<file path="src/shared/conv_serial_pkg.sv">
// shared constants for the converter serial frame and power-mode control
package conv_serial_pkg;
	localparam int          RESULT_WIDTH    = 12;
	localparam int          LEAD_ZEROS      = 3;
	localparam int          FRAME_EDGES     = 16;
	localparam int          COUNT_WIDTH     = 5;
	localparam logic [4:0]  GLITCH_EDGES    = 5'h02;
	localparam logic [4:0]  KEEP_EDGES      = 5'h0A;
	localparam logic [4:0]  LAST_EDGE       = 5'h10;
	localparam logic [4:0]  TRACK_RISE      = 5'h0D;
	localparam logic [3:0]  FIRST_BIT_IDX   = 4'hF;
	localparam logic [11:0] RESULT_RESET    = 12'h000;
	localparam logic        POWER_UP_MODE   = 1'b0;
	localparam int          BUF_DEPTH       = 2;
	typedef enum logic [1:0] {
		IDLE_TRACK,
		HOLD_CONVERT,
		FRAME_DONE
	} frame_state_type;
endpackage

</file>
<file path="src/logic/result_buffer.sv">
// two-entry valid/ready buffer for finished conversion words
`timescale 1ns/100ps
module result_buffer (
	// clock and reset
	input  wire logic        sys_clk_in,
	input  wire logic        rst_n_in,
	// fill side
	input  wire logic        fill_valid_in,
	input  wire logic [11:0] fill_data_in,
	output logic             fill_ready_out,
	// drain side
	output logic             drain_valid_out,
	output logic [11:0]      drain_data_out,
	input  wire logic        drain_ready_in
);
	logic [11:0] store [conv_serial_pkg::BUF_DEPTH];
	logic        wr_ptr;
	logic        rd_ptr;
	logic [1:0]  fill_count;
	wire         push = fill_valid_in && fill_ready_out;
	wire         pop  = drain_valid_out && drain_ready_in;

	assign fill_ready_out  = (fill_count != 2'(conv_serial_pkg::BUF_DEPTH));
	assign drain_valid_out = (fill_count != 2'h0);

	always_ff @(posedge sys_clk_in or negedge rst_n_in) begin
		if (!rst_n_in) begin
			wr_ptr     <= 1'b0;
			rd_ptr     <= 1'b0;
			fill_count <= 2'h0;
		end else begin
			if (push)
				wr_ptr <= ~wr_ptr;
			if (pop)
				rd_ptr <= ~rd_ptr;
			fill_count <= fill_count + {1'b0, push} - {1'b0, pop};
		end
	end

	always_ff @(posedge sys_clk_in) begin
		if (push)
			store[wr_ptr] <= fill_data_in;
	end

	always_ff @(posedge sys_clk_in or negedge rst_n_in) begin
		if (!rst_n_in)
			drain_data_out <= 12'h000;
		else if (pop && fill_count == 2'(conv_serial_pkg::BUF_DEPTH))
			drain_data_out <= store[~rd_ptr];
		else if (push && (fill_count == 2'h0 || (pop && fill_count == 2'h1)))
			drain_data_out <= fill_data_in;
	end
endmodule

</file>
<file path="src/logic/conv_serial_ctrl.sv">
// serial frame sequencing and power-mode control of the sampling converter
// Notes on behaviour
// - a falling chip select starts a conversion and the falling-edge count.
// - rise between tenth and sixteenth edges aborts, stays normal, floats output.
// - after the sixteenth edge the data output floats without chip select.
// - rise between second and tenth edges enters shutdown and aborts.
// - rise before the second edge leaves the power mode unchanged.
// - falling chip select in shutdown powers up; that first result is invalid.
// - waking frame ended before the tenth edge returns to shutdown.
// - waking frame held past tenth edge is fully powered after sixteen clocks.
// - initial mode after supply is undefined; here a reset constant.
// - output is three zeros then twelve result bits, msb first, on falling edges.
// - falling chip select samples input, drives output, and holds.
// - tracking resumes on thirteenth rising edge; host allows acquisition interval.
`timescale 1ns/100ps
module conv_serial_ctrl (
	// clock and reset
	input  wire logic        sys_clk_in,
	input  wire logic        rst_n_in,
	// serial pins
	input  wire logic        chip_sel_n_in,
	input  wire logic        bit_clk_in,
	output logic             serial_result_out,
	output logic             serial_result_oe_out,
	// converter core side
	input  wire logic [11:0] sample_value_in,
	output logic             holding_out,
	output logic             shutdown_out,
	// finished word stream
	output logic             word_valid_out,
	output logic [11:0]      word_data_out,
	input  wire logic        word_ready_in,
	output logic             word_dropped_out
);
	logic            cs_meta;
	logic            cs_sync;
	logic            cs_last;
	logic            clk_meta;
	logic            clk_sync;
	logic            clk_last;
	logic [4:0]      fall_count;
	logic [4:0]      rise_count;
	logic [11:0]     sample_hold;
	logic            shutdown;
	logic            waking;
	logic            result_valid;
	logic            push_word;
	logic            buf_ready;
	conv_serial_pkg::frame_state_type state;
	conv_serial_pkg::frame_state_type next_state;

	wire cs_fall   = cs_last && !cs_sync;
	wire cs_rise   = !cs_last && cs_sync;
	wire sclk_fall = clk_last && !clk_sync;
	wire sclk_rise = !clk_last && clk_sync;
	wire in_frame  = (state == conv_serial_pkg::HOLD_CONVERT);
	wire last_fall = in_frame && sclk_fall && (fall_count == conv_serial_pkg::LAST_EDGE - 5'h01);
	wire early_end = cs_rise && in_frame && (fall_count < conv_serial_pkg::GLITCH_EDGES);
	wire sleep_end = cs_rise && in_frame && !early_end && (fall_count < conv_serial_pkg::KEEP_EDGES);
	// the fall seen now is number fall_count + 1; after fall n the frame shows bit 15 - n
	wire [4:0] bit_pos = fall_count + 5'h01;
	wire [3:0] shift_idx = conv_serial_pkg::FIRST_BIT_IDX - bit_pos[3:0];
	// one zero at the select fall plus the three leading zeros, then the result
	wire [15:0] frame_word = {{(conv_serial_pkg::LEAD_ZEROS + 1){1'b0}}, sample_hold};

	assign shutdown_out = shutdown;
	assign word_dropped_out = push_word && !buf_ready;

	// two-stage sampling of both pins; edges compare the second stage with a third register
	always_ff @(posedge sys_clk_in or negedge rst_n_in) begin
		if (!rst_n_in) begin
			cs_meta  <= 1'b1;
			cs_sync  <= 1'b1;
			cs_last  <= 1'b1;
			clk_meta <= 1'b0;
			clk_sync <= 1'b0;
			clk_last <= 1'b0;
		end else begin
			cs_meta  <= chip_sel_n_in;
			cs_sync  <= cs_meta;
			cs_last  <= cs_sync;
			clk_meta <= bit_clk_in;
			clk_sync <= clk_meta;
			clk_last <= clk_sync;
		end
	end

	// a new frame needs a fresh fall, so an idle-low select stays done
	always_comb begin
		next_state = state;
		unique case (state)
			conv_serial_pkg::IDLE_TRACK:   if (cs_fall) next_state = conv_serial_pkg::HOLD_CONVERT;
			conv_serial_pkg::HOLD_CONVERT: begin
				if (cs_rise)
					next_state = conv_serial_pkg::IDLE_TRACK;
				else if (last_fall)
					next_state = conv_serial_pkg::FRAME_DONE;
			end
			conv_serial_pkg::FRAME_DONE:   if (cs_rise) next_state = conv_serial_pkg::IDLE_TRACK;
		endcase
	end

	always_ff @(posedge sys_clk_in or negedge rst_n_in) begin
		if (!rst_n_in)
			state <= conv_serial_pkg::IDLE_TRACK;
		else
			state <= next_state;
	end

	// counters clear on each select edge and count within the frame
	always_ff @(posedge sys_clk_in or negedge rst_n_in) begin
		if (!rst_n_in) begin
			fall_count <= 5'h00;
			rise_count <= 5'h00;
		end else if (cs_fall || cs_rise) begin
			fall_count <= 5'h00;
			rise_count <= 5'h00;
		end else if (in_frame) begin
			if (sclk_fall)
				fall_count <= fall_count + 5'h01;
			if (sclk_rise)
				rise_count <= rise_count + 5'h01;
		end
	end

	// sample and hold on the falling select; track on thirteenth rise
	always_ff @(posedge sys_clk_in or negedge rst_n_in) begin
		if (!rst_n_in) begin
			sample_hold <= conv_serial_pkg::RESULT_RESET;
			holding_out <= 1'b0;
		end else if (cs_fall && state == conv_serial_pkg::IDLE_TRACK) begin
			sample_hold <= sample_value_in;
			holding_out <= 1'b1;
		end else if (cs_rise || (in_frame && sclk_rise && rise_count == conv_serial_pkg::TRACK_RISE - 5'h01)) begin
			holding_out <= 1'b0;
		end
	end

	// power-up mode is undefined; reset picks a fixed constant
	always_ff @(posedge sys_clk_in or negedge rst_n_in) begin
		if (!rst_n_in) begin
			shutdown     <= conv_serial_pkg::POWER_UP_MODE;
			waking       <= 1'b0;
			result_valid <= 1'b0;
		end else if (cs_fall && state == conv_serial_pkg::IDLE_TRACK) begin
			// leaving shutdown, this frame's result is invalid
			waking       <= shutdown;
			result_valid <= !shutdown;
			shutdown     <= 1'b0;
		end else if (early_end) begin
			// glitch protection keeps the mode held before the frame
			// a waking frame ended early goes back to sleep
			shutdown <= waking;
		end else if (sleep_end) begin
			shutdown <= 1'b1;
		end else if (cs_rise && in_frame) begin
			// late rise keeps normal mode; waking frame stays awake
			shutdown <= 1'b0;
			waking   <= 1'b0;
		end else if (last_fall) begin
			waking <= 1'b0;
		end
	end

	// three zeros then result msb first; float on abort or end
	always_ff @(posedge sys_clk_in or negedge rst_n_in) begin
		if (!rst_n_in) begin
			serial_result_out    <= 1'b0;
			serial_result_oe_out <= 1'b0;
		end else if (cs_rise || last_fall) begin
			serial_result_out    <= 1'b0;
			serial_result_oe_out <= 1'b0;
		end else if (cs_fall && state == conv_serial_pkg::IDLE_TRACK) begin
			serial_result_out    <= 1'b0;
			serial_result_oe_out <= 1'b1;
		end else if (in_frame && sclk_fall) begin
			serial_result_out    <= frame_word[shift_idx];
		end
	end

	// a completed valid frame hands the word on
	always_ff @(posedge sys_clk_in or negedge rst_n_in) begin
		if (!rst_n_in)
			push_word <= 1'b0;
		else
			push_word <= last_fall && result_valid;
	end

	// a full buffer drops the new word and flags it for one cycle
	result_buffer word_buffer (
		.sys_clk_in      (sys_clk_in),
		.rst_n_in        (rst_n_in),
		.fill_valid_in   (push_word),
		.fill_data_in    (sample_hold),
		.fill_ready_out  (buf_ready),
		.drain_valid_out (word_valid_out),
		.drain_data_out  (word_data_out),
		.drain_ready_in  (word_ready_in)
	);

	tristate_end_a: assert property (@(posedge sys_clk_in) disable iff (!rst_n_in)
		last_fall |=> !serial_result_oe_out)
		else $error("data output still driven after last edge");
	abort_float_a: assert property (@(posedge sys_clk_in) disable iff (!rst_n_in)
		cs_rise |=> !serial_result_oe_out)
		else $error("data output driven after select rise");
	shutdown_entry_a: assert property (@(posedge sys_clk_in) disable iff (!rst_n_in)
		sleep_end |=> shutdown)
		else $error("mid frame rise did not enter shutdown");
	glitch_keep_a: assert property (@(posedge sys_clk_in) disable iff (!rst_n_in)
		(early_end && !waking) |=> shutdown == $past(shutdown))
		else $error("early rise changed the mode");
	wake_return_a: assert property (@(posedge sys_clk_in) disable iff (!rst_n_in)
		(cs_rise && in_frame && waking && fall_count < conv_serial_pkg::KEEP_EDGES) |=> shutdown)
		else $error("waking frame did not return to shutdown");
	late_normal_a: assert property (@(posedge sys_clk_in) disable iff (!rst_n_in)
		(cs_rise && in_frame && fall_count >= conv_serial_pkg::KEEP_EDGES) |=> !shutdown)
		else $error("late rise left normal mode");
	wake_drop_a: assert property (@(posedge sys_clk_in) disable iff (!rst_n_in)
		(last_fall && waking) |=> !push_word)
		else $error("invalid waking result was delivered");
	frame_start_a: assert property (@(posedge sys_clk_in) disable iff (!rst_n_in)
		(cs_fall && state == conv_serial_pkg::IDLE_TRACK)
		|=> serial_result_oe_out && holding_out && fall_count == 5'h00)
		else $error("frame start did not drive and hold");
endmodule

</file>
<file path="config.mk">
export PLATFORM = sky130hd
export DESIGN_NAME = conv_serial_ctrl
export DESIGN_NICKNAME = d
export VERILOG_FILES = /design/src/shared/conv_serial_pkg.sv /design/src/logic/result_buffer.sv /design/src/logic/conv_serial_ctrl.sv
export SDC_FILE = /design/constraint.sdc
export NUM_CORES = 1
export LEC_CHECK = 0
export BUFFER_PORTS_ARGS = -buffer_cell sky130_fd_sc_hd__buf_2
export CAP_MARGIN = 10
export CORE_AREA = 3 3 75 95
export DETAILED_ROUTE_END_ITERATION = 8
export DIE_AREA = 0 0 78 98
export GPL_ROUTABILITY_DRIVEN = 1
export PLACE_DENSITY = 0.81
export SETUP_SLACK_MARGIN = 0.2
export SKIP_CTS_REPAIR_TIMING = 1
export SLEW_MARGIN = 20
export SYNTH_ARGS = -nofsm -noshare
export SYNTH_HDL_FRONTEND = slang
export SYNTH_SLANG_ARGS = --single-unit
</file>
<file path="constraint.sdc">
create_clock -name sys_clk_in -period 4 [get_ports sys_clk_in]
set_input_delay 0.2 -clock sys_clk_in [delete_from_list [all_inputs] [get_ports sys_clk_in]]
set_output_delay 0.2 -clock sys_clk_in [all_outputs]
set_load 0.01 [all_outputs]
</file>
==> out/results.ini, run 1 <==
[critical_path]
worstPathRequired_ns=4.24
endpoint_kind=flip-flop
path_class=reg -> reg
cp-start-kind=flip-flop
cp-startpoint=fall_count[0]
rr_startpoint=fall_count[0]
worst_ep_arrival_time_ns=2.35
crit_fanout=7

[grt]
grt_pass1_vias=2126
antenna_found_initial=0
grt_pass1_wl_um=9920
grt_max_degree=54
grt_usage_pct=17.0
grt_overflow_total=0

[detailed_routing]
dr_wl_met2_um=3090
wl_per_cell_um=15.3
vias=2079
routed_via_density=5.28
routed-wl-met3_um=257
drtAntennaViolNets=0
drtPass1Iterations=4
wl_met1_um=2520
top_layer=met4
route.detailed.drc=0
drt_iter0_drc=110
drt_wl_total_um=6030

[worst_hold_path]
hold_path.class=in -> async

[floorplan]
core-area_sq_um=6250
die-area_sq_um=7640
core.rowCount=32
initial_core_util_pct=55.1
die_h_um=98
die_width_um=78
io_pins=35

[sta]
hold_violations=50
timing.fmax_mhz=474
worst_pin_slew_ns=0.993
finalCriticalPeriod_ns=2.11
slew_viol_final=0
tns_ns=0
rsz0062_at_grt=no
setup_viol=0
clock_skew_ns=0.0161
min_period_over_period_pct=52.7
slew_headroom_pct=33.5
hold_ws_ns=-0.0349

[placed_design]
gp_congestion=0.833
portBuffers=34
dp_hpwl_um=4170

[job]
cap_violations=0

[synthesis]
syn_nets=293
synth_edf_count=24
synth_top_area_share_pct=36.4
synthCells=265
yosysTopAreaCell=dfrtp_1
seq_area_frac_synth_pct=59.6
synth.avg_cell_area_sq_um=13.0
ys_ff_latch=77
synth_area_leaders=dfrtp_1 36%, edfxtp_1 21%, mux2_2 7.9%, ha_1 4.0%, nand2_1 2.7%
synthArstFlopShare_pct=68.8
synth_area_sq_um=3440
yosysUniqueCellTypes=48
dominantRegCellSynth=dfrtp_1
ys_warn_count=0

[outcome]
status=complete, but fails checks
violations=negative hold slack

[cells_and_area]
area_growth_pct=12.8
final_nets=332
antenna_cells=0
drive_gt1_share_pct=29.1

[clock_network]
cts_made_buffers=9
insertion_delay_ns=0.35
h-tree-depth=3
cts_tree=built
cts.sinks=77
root_buffer=clkbuf_8
clk_pin_slew_ns=0.09
clk_path_buf_depth=2

[power_and_ir_drop]
p_per_area_nw_per_um2=633
power.total_mw=2.46
power_leakage_nw=1.71
vdd_drop_max_v=0.000304

synth_stat cells, drive strengths merged (2+ instances only):
master / number
mux4: 2
a21boi: 2
and3: 5
or2: 2
nand2b: 2
inv: 10
nand4: 2
o21ai: 16
clkbuf: 5
nor2: 15
nor2b: 2
dfrtp: 50
ha: 11
buf: 3
a21oi: 8
nand2: 25
mux2: 25
xnor2: 11
nand3: 3
edfxtp: 24
o22ai: 4
mux2i: 9
and2: 8
dfstp: 3
worst paths after layout:
kind | slack (ns) | depth (start not counted) | to
max | 1.89 | 7 | state[1]
min | -0.03 | 2 | word_buffer.drain_data_out[8]
max reg2reg | 1.89 | 7 | state[1]
min reg2reg | 0.35 | 0 | clk_sync
max in group asynchronous | 3.59 | 2 | rise_count[3]
min in group sys_clk_in | 0.08 | 2 | sample_hold[10]
where the power goes:
part / switching (mW) / internal, mW / total, mW
logic: 0.305 / 0.342 / 0.647
registers: 0.188 / 1.02 / 1.21
clock network: 0.303 / 0.295 / 0.598
final cells by class:
| cell class | count | area (sq um) |
|---|---|---|
| clock inverters | 7 | 81.3 |
| repair buffers | 38 | 205 |
| multi-input cells | 168 | 1280 |
| inverters | 10 | 37.5 |
| well taps | 85 | 106 |
| clock buffers | 9 | 124 |
| fillers | 488 | 2360 |
| flip-flops and latches | 77 | 2050 |
per-layer routing:
metal / GRT usage (%) / vias to the layer above
li1: - / 1008
met1: 20.2 / 1004
met2: 28.4 / 54
met3: 4.98 / 13
met4: 7.67 / 0
met5: 0 / -
cells by family after synthesis:
logic type               Yosys count  share of synthesized area (%)
XOR/XNOR                          12                           3.49
multiplexers                      36                           12.3
adder cells (fa/ha/maj)           11                           4.00
AO/OA/AOI/OAI                     37                           6.83
AND/OR/NAND/NOR                   72                           10.4
buffers and inverters             20                           3.34
flip-flops                        77                           59.6
cells in the final DEF, fill, tap and decap left out, drive strengths merged, types with 4 or more instances in the layout:
master,n
clkbuf,9
nor2,15
xnor2,11
o21ai,16
dfrtp,50
and2,8
a21oi,8
nand2,25
edfxtp,24
inv,12
mux2,25
and3,5
buf,36
ha,11
o22ai,4
mux2i,9
metrics by stage:
stage | util, % | area [sq um] | instances | setup slack (ns)
finish | 62.1 | 3880 | 394 | 1.89
global route | 62.1 | 3880 | 394 | 1.70
CTS | 61.8 | 3860 | 392 | 1.91
detailed placement | 58.5 | 3660 | 376 | 1.94
global placement | 58.5 | 3660 | 376 | 2.06
floorplan | - | 3440 | 265 | 2.01
registers in the layout, indices dropped and copies added (netlist names), 2 cells and up:
name,count
word_buffer.drain_data_out,12
sample_hold,12
rise_count,5
word_buffer.store,24
fall_count,5
state,2
word_buffer.fill_count,2
worst max-delay path, stage by stage (launching register included):
cell and delay (ns):
dfrtp_1 0.50, ha_1 0.29, and3_2 0.20, ha_1 0.21
nand4b_1 0.17, a21oi_1 0.22, o21ai_0 0.15, a22o_1 0.27
Power figures use the tool's default switching activity.
==> run 2, diff against run 1 <==
ABC_AREA = 1   (was unset)
clock period = 2 ns   (was 4 ns; I/O delays follow)
==> run 2 against run 1 <==
  * The flow now finishes without violations
  * Flip-flop and latch count unchanged
  * Worst hold slack better by 0.16 ns
  * Clock power up 110%
  * Non-clock buffer count up 18
  * Power up 100%
  * Routed wire length up 9.4%
  * Via count up 21%
  * Combinational power up 130%
  * Sequential power up 89%
  * Register-to-register slack worse by 1.5 ns
  * Final cell count up 30%
  * Worst setup slack worse by 1.5 ns
  * Highest routed layer unchanged
==> out/results.ini, run 2 <==
[cells_and_area]
antenna_cells=0  ; unchanged
final_nets=451  ; was 332
largest_reg_flops=24  ; unchanged
fin_area_sq_um=4090  ; was 3880 sq um
layout_commonest_cell=nand2_1  ; was dfrtp_1
layout_common_cells=65 x nand2_1, 53 x inv_1, 50 x dfrtp_1  ; was 50 x dfrtp_1, 34 x buf_2, 25 x nand2_1
regMostFlops=word_buffer.store  ; unchanged
area_growth_pct=19.1  ; was 12.8%
fill_cells=493  ; was 488
drive_gt1_share_pct=16.6  ; was 29.1%
largestRegisters=word_buffer.store (24), sample_hold (12), word_buffer.drain_data_out (12)  ; unchanged

[synthesis]
dominantRegCellSynth=dfrtp_1  ; unchanged
synthArstFlopShare_pct=68.8  ; unchanged
yosysTopAreaCell=dfrtp_1  ; unchanged
synthMuxAreaShare_pct=0  ; was 12.3%
ys_warn_count=0  ; unchanged
synth_top_area_share_pct=36.4  ; about the same
synthCells=365  ; was 265
synth_simple_gate_area_share_pct=18.2  ; was 10.4%
yosys-top-cells-count=66 x nand2_1, 53 x inv_1, 50 x dfrtp_1, 45 x o21ai_0, 44 x nor2_1  ; was 50 x dfrtp_1, 25 x nand2_1, 24 x edfxtp_1, 24 x mux2_2, 16 x o21ai_0
yosysUniqueCellTypes=28  ; was 48
synth_edf_count=24  ; unchanged
yosysMostFrequentCell=nand2_1  ; was dfrtp_1
synth_area_sq_um=3430  ; was 3440 sq um
synth_area_leaders=dfrtp_1 36%, edfxtp_1 21%, nand2_1 7.2%, o21ai_0 6.6%, inv_1 5.8%  ; was dfrtp_1 36%, edfxtp_1 21%, mux2_2 7.9%, ha_1 4.0%, nand2_1 2.7%
synth_adder_area_share_pct=4.01  ; was 4.00%
synth_xor_area_share_pct=1.28  ; was 3.49%
synth_compound_area_share_pct=9.36  ; was 6.83%
synth.avg_cell_area_sq_um=9.41  ; was 13.0 sq um
seq_area_frac_synth_pct=59.7  ; was 59.6%
synth_top_family_by_area=simple AND/OR/NAND/NOR gates  ; was multiplexers
ys_ff_latch=77  ; unchanged
syn_nets=393  ; was 293

[clock_network]
clk_pin_slew_ns=0.08  ; was 0.09 ns
clk_path_buf_depth=2  ; unchanged
h-tree-depth=3  ; unchanged
cts.sinks=77  ; unchanged
insertion_delay_ns=0.35  ; about the same
cts_made_buffers=9  ; unchanged
root_buffer=clkbuf_8  ; unchanged
cts_tree=built  ; unchanged

[grt]
grt_max_degree=54  ; unchanged
antenna_found_initial=0  ; unchanged
grt_usage_pct=17.9  ; was 17.0%
grtUsageMet1_pct=18.9  ; was 20.2%
use_met2_pct=31.7  ; was 28.4%
grt_pass1_vias=2412  ; was 2126
use_met3_pct=7.01  ; was 4.98%
grt_pass1_wl_um=10600  ; was 9920 um
grt_overflow_total=0  ; unchanged
top_usage_layer=met2  ; unchanged

[detailed_routing]
drtAntennaViolNets=0  ; unchanged
drt_wl_total_um=6590  ; was 6030 um
route.detailed.drc=0  ; unchanged
routed_via_density=4.91  ; was 5.28
drtPass1Iterations=4  ; unchanged
vias=2519  ; was 2079
wl_per_cell_um=12.8  ; was 15.3 um
drt_iter0_drc=119  ; was 110

[floorplan]
die_width_um=78  ; unchanged
die-area_sq_um=7640  ; unchanged
core.rowCount=32  ; unchanged
core-area_sq_um=6250  ; unchanged
io_pins=35  ; unchanged
initial_core_util_pct=55.0  ; was 55.1%
die_h_um=98  ; unchanged

[sta]
tns_ns=0  ; unchanged
slew_headroom_pct=56.6  ; was 33.5%
setup_viol=0  ; unchanged
worst_pin_slew_ns=0.651  ; was 0.993 ns
clock_skew_ns=0.0107  ; was 0.0161 ns
timing.fmax_mhz=604  ; was 474 MHz
slew_viol_final=0  ; unchanged
finalCriticalPeriod_ns=1.65  ; was 2.11 ns
rsz0062_at_grt=no  ; unchanged
hold_violations=0  ; was 50
min_period_over_period_pct=82.7  ; was 52.7%

[placed_design]
gp_congestion=0.827  ; was 0.833
place_area_sq_um=3710  ; was 3660 sq um
dp_hpwl_um=4550  ; was 4170 um
portBuffers=34  ; unchanged

[power_and_ir_drop]
power_frac_clock_pct=25.2  ; was 24.3%
vdd_drop_max_v=0.000716  ; was 0.000304 V
sw_frac_of_total_pct=34.5  ; was 32.4%
p_sw_mw=1.74  ; was 0.796 mW
power_leakage_nw=1.89  ; was 1.71 nW
p_per_area_nw_per_um2=1230  ; was 633 nW/um^2
internal_power_mw=3.30  ; was 1.66 mW
seqPwrFrac_pct=45.4  ; was 49.3%
comb_power_share_pct=29.4  ; was 26.3%

[outcome]
status=finished, final reports clean  ; was complete, but fails checks

[worst_hold_path]
hold_path.class=in -> reg  ; was in -> async

[critical_path]
path_class=reg -> reg  ; unchanged
cp-start-kind=flip-flop  ; unchanged
worstPathRequired_ns=2.24  ; was 4.24 ns
endpoint_kind=flip-flop  ; unchanged
worst_ep_arrival_time_ns=1.90  ; was 2.35 ns
crit_fanout=8  ; was 7

[job]
cap_violations=0  ; unchanged

## run 2: cell types whose count changed after synthesis, sizes merged, moves of 4 or more
cell    delta
xnor2      -9
and3       -5
mux2i      -9
o21ai     +34
nor2      +31
mux2      -25
nor3       +4
inv       +45
nand3     +25
and2       -8
buf        +5
clkbuf     -4
nand2     +42
## run 2: final timing paths
path | from | slack [ns] | depth (start not counted) | endpoint
max | state[1] | 0.35 | 7 | rise_count[4]
min | word_ready_in | 0.13 | 4 | word_buffer.rd_ptr
max reg2reg | state[1] | 0.35 | 7 | rise_count[4]
min reg2reg | cs_meta | 0.36 | 0 | cs_sync
max in group asynchronous | rst_n_in | 1.15 | 3 | sample_hold[10]
min in group asynchronous | rst_n_in | 0.40 | 3 | word_buffer.rd_ptr
## run 2: layer usage
| layer | vias to the layer above | share of wire [%] |
|---|---|---|
| met5 | - | 0 |
| li1 | 1286 | - |
| met3 | 9 | 4.2 |
| met2 | 49 | 53 |
| met1 | 1175 | 41 |
| met4 | 0 | 1.8 |
## run 2: area by class of cell
cell class | count | area (sq um) | share of cell area, %
multi-input combinational | 224 | 1140 | 27.8
sequential | 77 | 2050 | 50.2
timing repair buffer | 56 | 373 | 9.12
tap | 85 | 106 | 2.60
clock inverter | 6 | 87.6 | 2.14
clock buffer | 10 | 128 | 3.12
inverter | 55 | 206 | 5.05
## run 2: kinds of logic (layout without fill, tap and decap cells)
group	after synthesis	in the layout
flip-flops	77	77
adder cells (fa/ha/maj)	11	11
XOR/XNOR	5	5
AND/OR/NAND/NOR	148	148
buffers and inverters	64	127
AO/OA/AOI/OAI	60	60
## run 2: worst max-delay path: stages, from the launching register on
cell	delay (ns)
dfrtp_1	0.40
inv_1	0.09
ha_1	0.25
nand3_1	0.26
nor3_2	0.24
nand2_1	0.09
o21ai_0	0.16
a21oi_1	0.06
## run 2: per-stage QoR
stage	util [%]	cells	power, mW	worst slack [ns]	hold WS [ns]
2_1_floorplan	-	365	3.29	0.375	-0.196
3_5_place_dp	59.5	482	3.78	0.347	0.207
3_3_place_gp	59.5	482	3.69	0.423	0.206
4_1_cts	62.9	498	5.05	0.312	-0.175
5_1_grt	65.5	513	5.40	0.181	0.123
6_report	65.5	513	5.04	0.345	0.130
## run 2: power groups by stage
stage | Combinational [mW] | Clock (mW) | Sequential [mW]
floorplan | 0.955 | 0 | 2.34
global placement | 1.40 | 0 | 2.28
detailed placement | 1.47 | 0 | 2.32
CTS | 1.47 | 1.30 | 2.29
global route | 1.69 | 1.38 | 2.32
finish | 1.48 | 1.27 | 2.29
==> run 3, diff against run 2 <==
clock period = 1.7 ns   (was 2 ns; I/O delays follow)
==> run 3 against run 2 <==
  * The run now ends with negative hold slack left
  * Critical endpoint is now word_buffer.fill_count[1]
  * Largest cell class unchanged
  * Final cell count is 2.1% higher
  * Non-clock buffer count up 10
  * Register-to-register slack worse by 0.17 ns
==> out/results.ini, run 3 (synthesis gave the netlist of run 2 again) <==
[cells_and_area]
antenna_cells=0  ; unchanged
final_nets=462  ; was 451
largest_reg_flops=24  ; unchanged
fill_cells=476  ; was 493
layout_commonest_cell=nand2_1  ; unchanged
drive_gt1_share_pct=25.7  ; was 16.6%
area_growth_pct=24.9  ; was 19.1%
final_util_pct=68.7  ; was 65.5%
layout_common_cells=60 x nand2_1, 50 x dfrtp_1, 45 x inv_1  ; was 65 x nand2_1, 53 x inv_1, 50 x dfrtp_1
largestRegisters=word_buffer.store (24), sample_hold (12), word_buffer.drain_data_out (12)  ; unchanged
regMostFlops=word_buffer.store  ; unchanged

[power_and_ir_drop]
comb_power_share_pct=34.3  ; was 29.4%
power_leakage_nw=1.95  ; was 1.89 nW
vdd_drop_max_v=0.000805  ; was 0.000716 V
internal_power_mw=3.90  ; was 3.30 mW
seqPwrFrac_pct=44.4  ; was 45.4%
power_frac_clock_pct=21.3  ; was 25.2%
p_per_area_nw_per_um2=1420  ; was 1230 nW/um^2
p_sw_mw=2.17  ; was 1.74 mW
power.total_mw=6.07  ; was 5.04 mW
sw_frac_of_total_pct=35.7  ; was 34.5%

[floorplan]
die_width_um=78  ; unchanged
core.rowCount=32  ; unchanged
io_pins=35  ; unchanged
die-area_sq_um=7640  ; unchanged
initial_core_util_pct=55.0  ; unchanged
core-area_sq_um=6250  ; unchanged
die_h_um=98  ; unchanged

[grt]
antenna_found_initial=0  ; unchanged
grt_pass1_vias=2482  ; was 2412
grt_max_degree=54  ; unchanged
grt_usage_pct=18.3  ; was 17.9%
grt_pass1_wl_um=11000  ; was 10600 um
grt_overflow_total=0  ; unchanged

[detailed_routing]
routed_via_density=5.05  ; was 4.91
drtPass1Iterations=4  ; unchanged
drt_iter0_drc=215  ; was 119
drtAntennaViolNets=0  ; unchanged
vias=2645  ; was 2519
wl_per_cell_um=14.0  ; was 12.8 um
route.detailed.drc=0  ; unchanged
drt_wl_total_um=7310  ; was 6590 um

[critical_path]
endpoint_kind=flip-flop  ; unchanged
worst_ep_arrival_time_ns=1.78  ; was 1.90 ns
cp-start-kind=flip-flop  ; unchanged
path_class=reg -> reg  ; unchanged
worstPathRequired_ns=1.96  ; was 2.24 ns
crit_fanout=2  ; was 8

[outcome]
status=complete, but fails checks  ; was finished, final reports clean
violations=negative hold slack

[clock_network]
cts_made_buffers=9  ; unchanged
insertion_delay_ns=0.34  ; was 0.35 ns
root_buffer=clkbuf_8  ; unchanged
clk_pin_slew_ns=0.08  ; about the same
cts.sinks=77  ; unchanged
cts_tree=built  ; unchanged
h-tree-depth=3  ; unchanged
clk_path_buf_depth=2  ; unchanged

[placed_design]
dp_hpwl_um=4770  ; was 4550 um
dpl_worst_slack_ns=0.0719  ; was 0.347 ns
gp_congestion=0.862  ; was 0.827
portBuffers=34  ; unchanged

[sta]
slew_viol_final=0  ; unchanged
fin_ws_ns=0.176  ; was 0.345 ns
worst_pin_slew_ns=0.661  ; was 0.651 ns
clock_skew_ns=0.0113  ; was 0.0107 ns
min_period_over_period_pct=89.7  ; was 82.7%
hold_violations=1  ; was 0
setup_viol=0  ; unchanged
hold_ws_ns=-0.000655  ; was 0.130 ns
timing.fmax_mhz=656  ; was 604 MHz
slew_headroom_pct=55.9  ; was 56.6%
tns_ns=0  ; unchanged
rsz0062_at_grt=yes  ; was no
finalCriticalPeriod_ns=1.52  ; was 1.65 ns

[job]
cap_violations=0  ; unchanged

[worst_hold_path]
hold_path.class=in -> reg  ; unchanged

[run 3: cell count changes in the layout (fill, tap and decap cells not counted), moves of 6 or more]
| cell | before | now |
|---|---|---|
| ha_1 | 10 | 4 |
| inv_2 | 2 | 9 |
| nor2_1 | 44 | 38 |
| buf_4 | 7 | 18 |
| inv_1 | 53 | 45 |
| o21ai_1 | 3 | 11 |
| o21ai_0 | 45 | 37 |
[run 3: critical path: stages (launching register included)]
cell,delay [ns]
dfrtp_1,0.41
nor2_2,0.14
nor2_2,0.06
ha_1,0.28
inv_2,0.04
ha_4,0.15
xnor2_2,0.15
xor2_1,0.20
[run 3: power by group through the flow]
stage	Clock, mW	Sequential (mW)	Combinational [mW]
after floorplan	0	2.75	1.13
after global placement	0	2.67	1.71
after detailed placement	0	2.71	1.80
after CTS	1.32	2.68	1.82
after global routing	1.41	2.74	2.33
final	1.29	2.69	2.08
[run 3: cell type report]
type	count	area (sq um)	share of cell area (%)
inverter	55	210	4.90
clock inverter	5	51.3	1.20
clock buffer	11	131	3.06
timing repair inverter	1	7.51	0.175
timing repair buffer	66	455	10.6
tap	85	106	2.48
multi-input combinational	224	1280	29.8
sequential	77	2050	47.8
[run 3: worst paths after layout]
path,from,to,slack (ns),depth (start not counted)
max,word_buffer.fill_count[1],word_buffer.fill_count[1],0.18,7
min,sample_value_in[8],sample_hold[8],-0.0007,3
max reg2reg,word_buffer.fill_count[1],word_buffer.fill_count[1],0.18,7
min reg2reg,clk_meta,clk_sync,0.36,0
max in group asynchronous,rst_n_in,sample_hold[10],0.85,3
min in group asynchronous,rst_n_in,word_buffer.rd_ptr,0.39,3
[run 3: through the flow]
step	instance area, sq um	cells
2_1_floorplan	3440	365
3_3_place_gp	3750	486
3_5_place_dp	3750	486
4_1_cts	3940	502
5_1_grt	4290	524
6_report	4290	524
[run 3: routing by layer]
layer / GRT usage [%] / vias to the layer above / share of wire (%)
met2: 33.0 / 75 / 55
met3: 4.06 / 15 / 3.9
met5: 0 / - / 0
li1: - / 1313 / -
met4: 7.67 / 0 / 2.1
met1: 20.6 / 1242 / 39
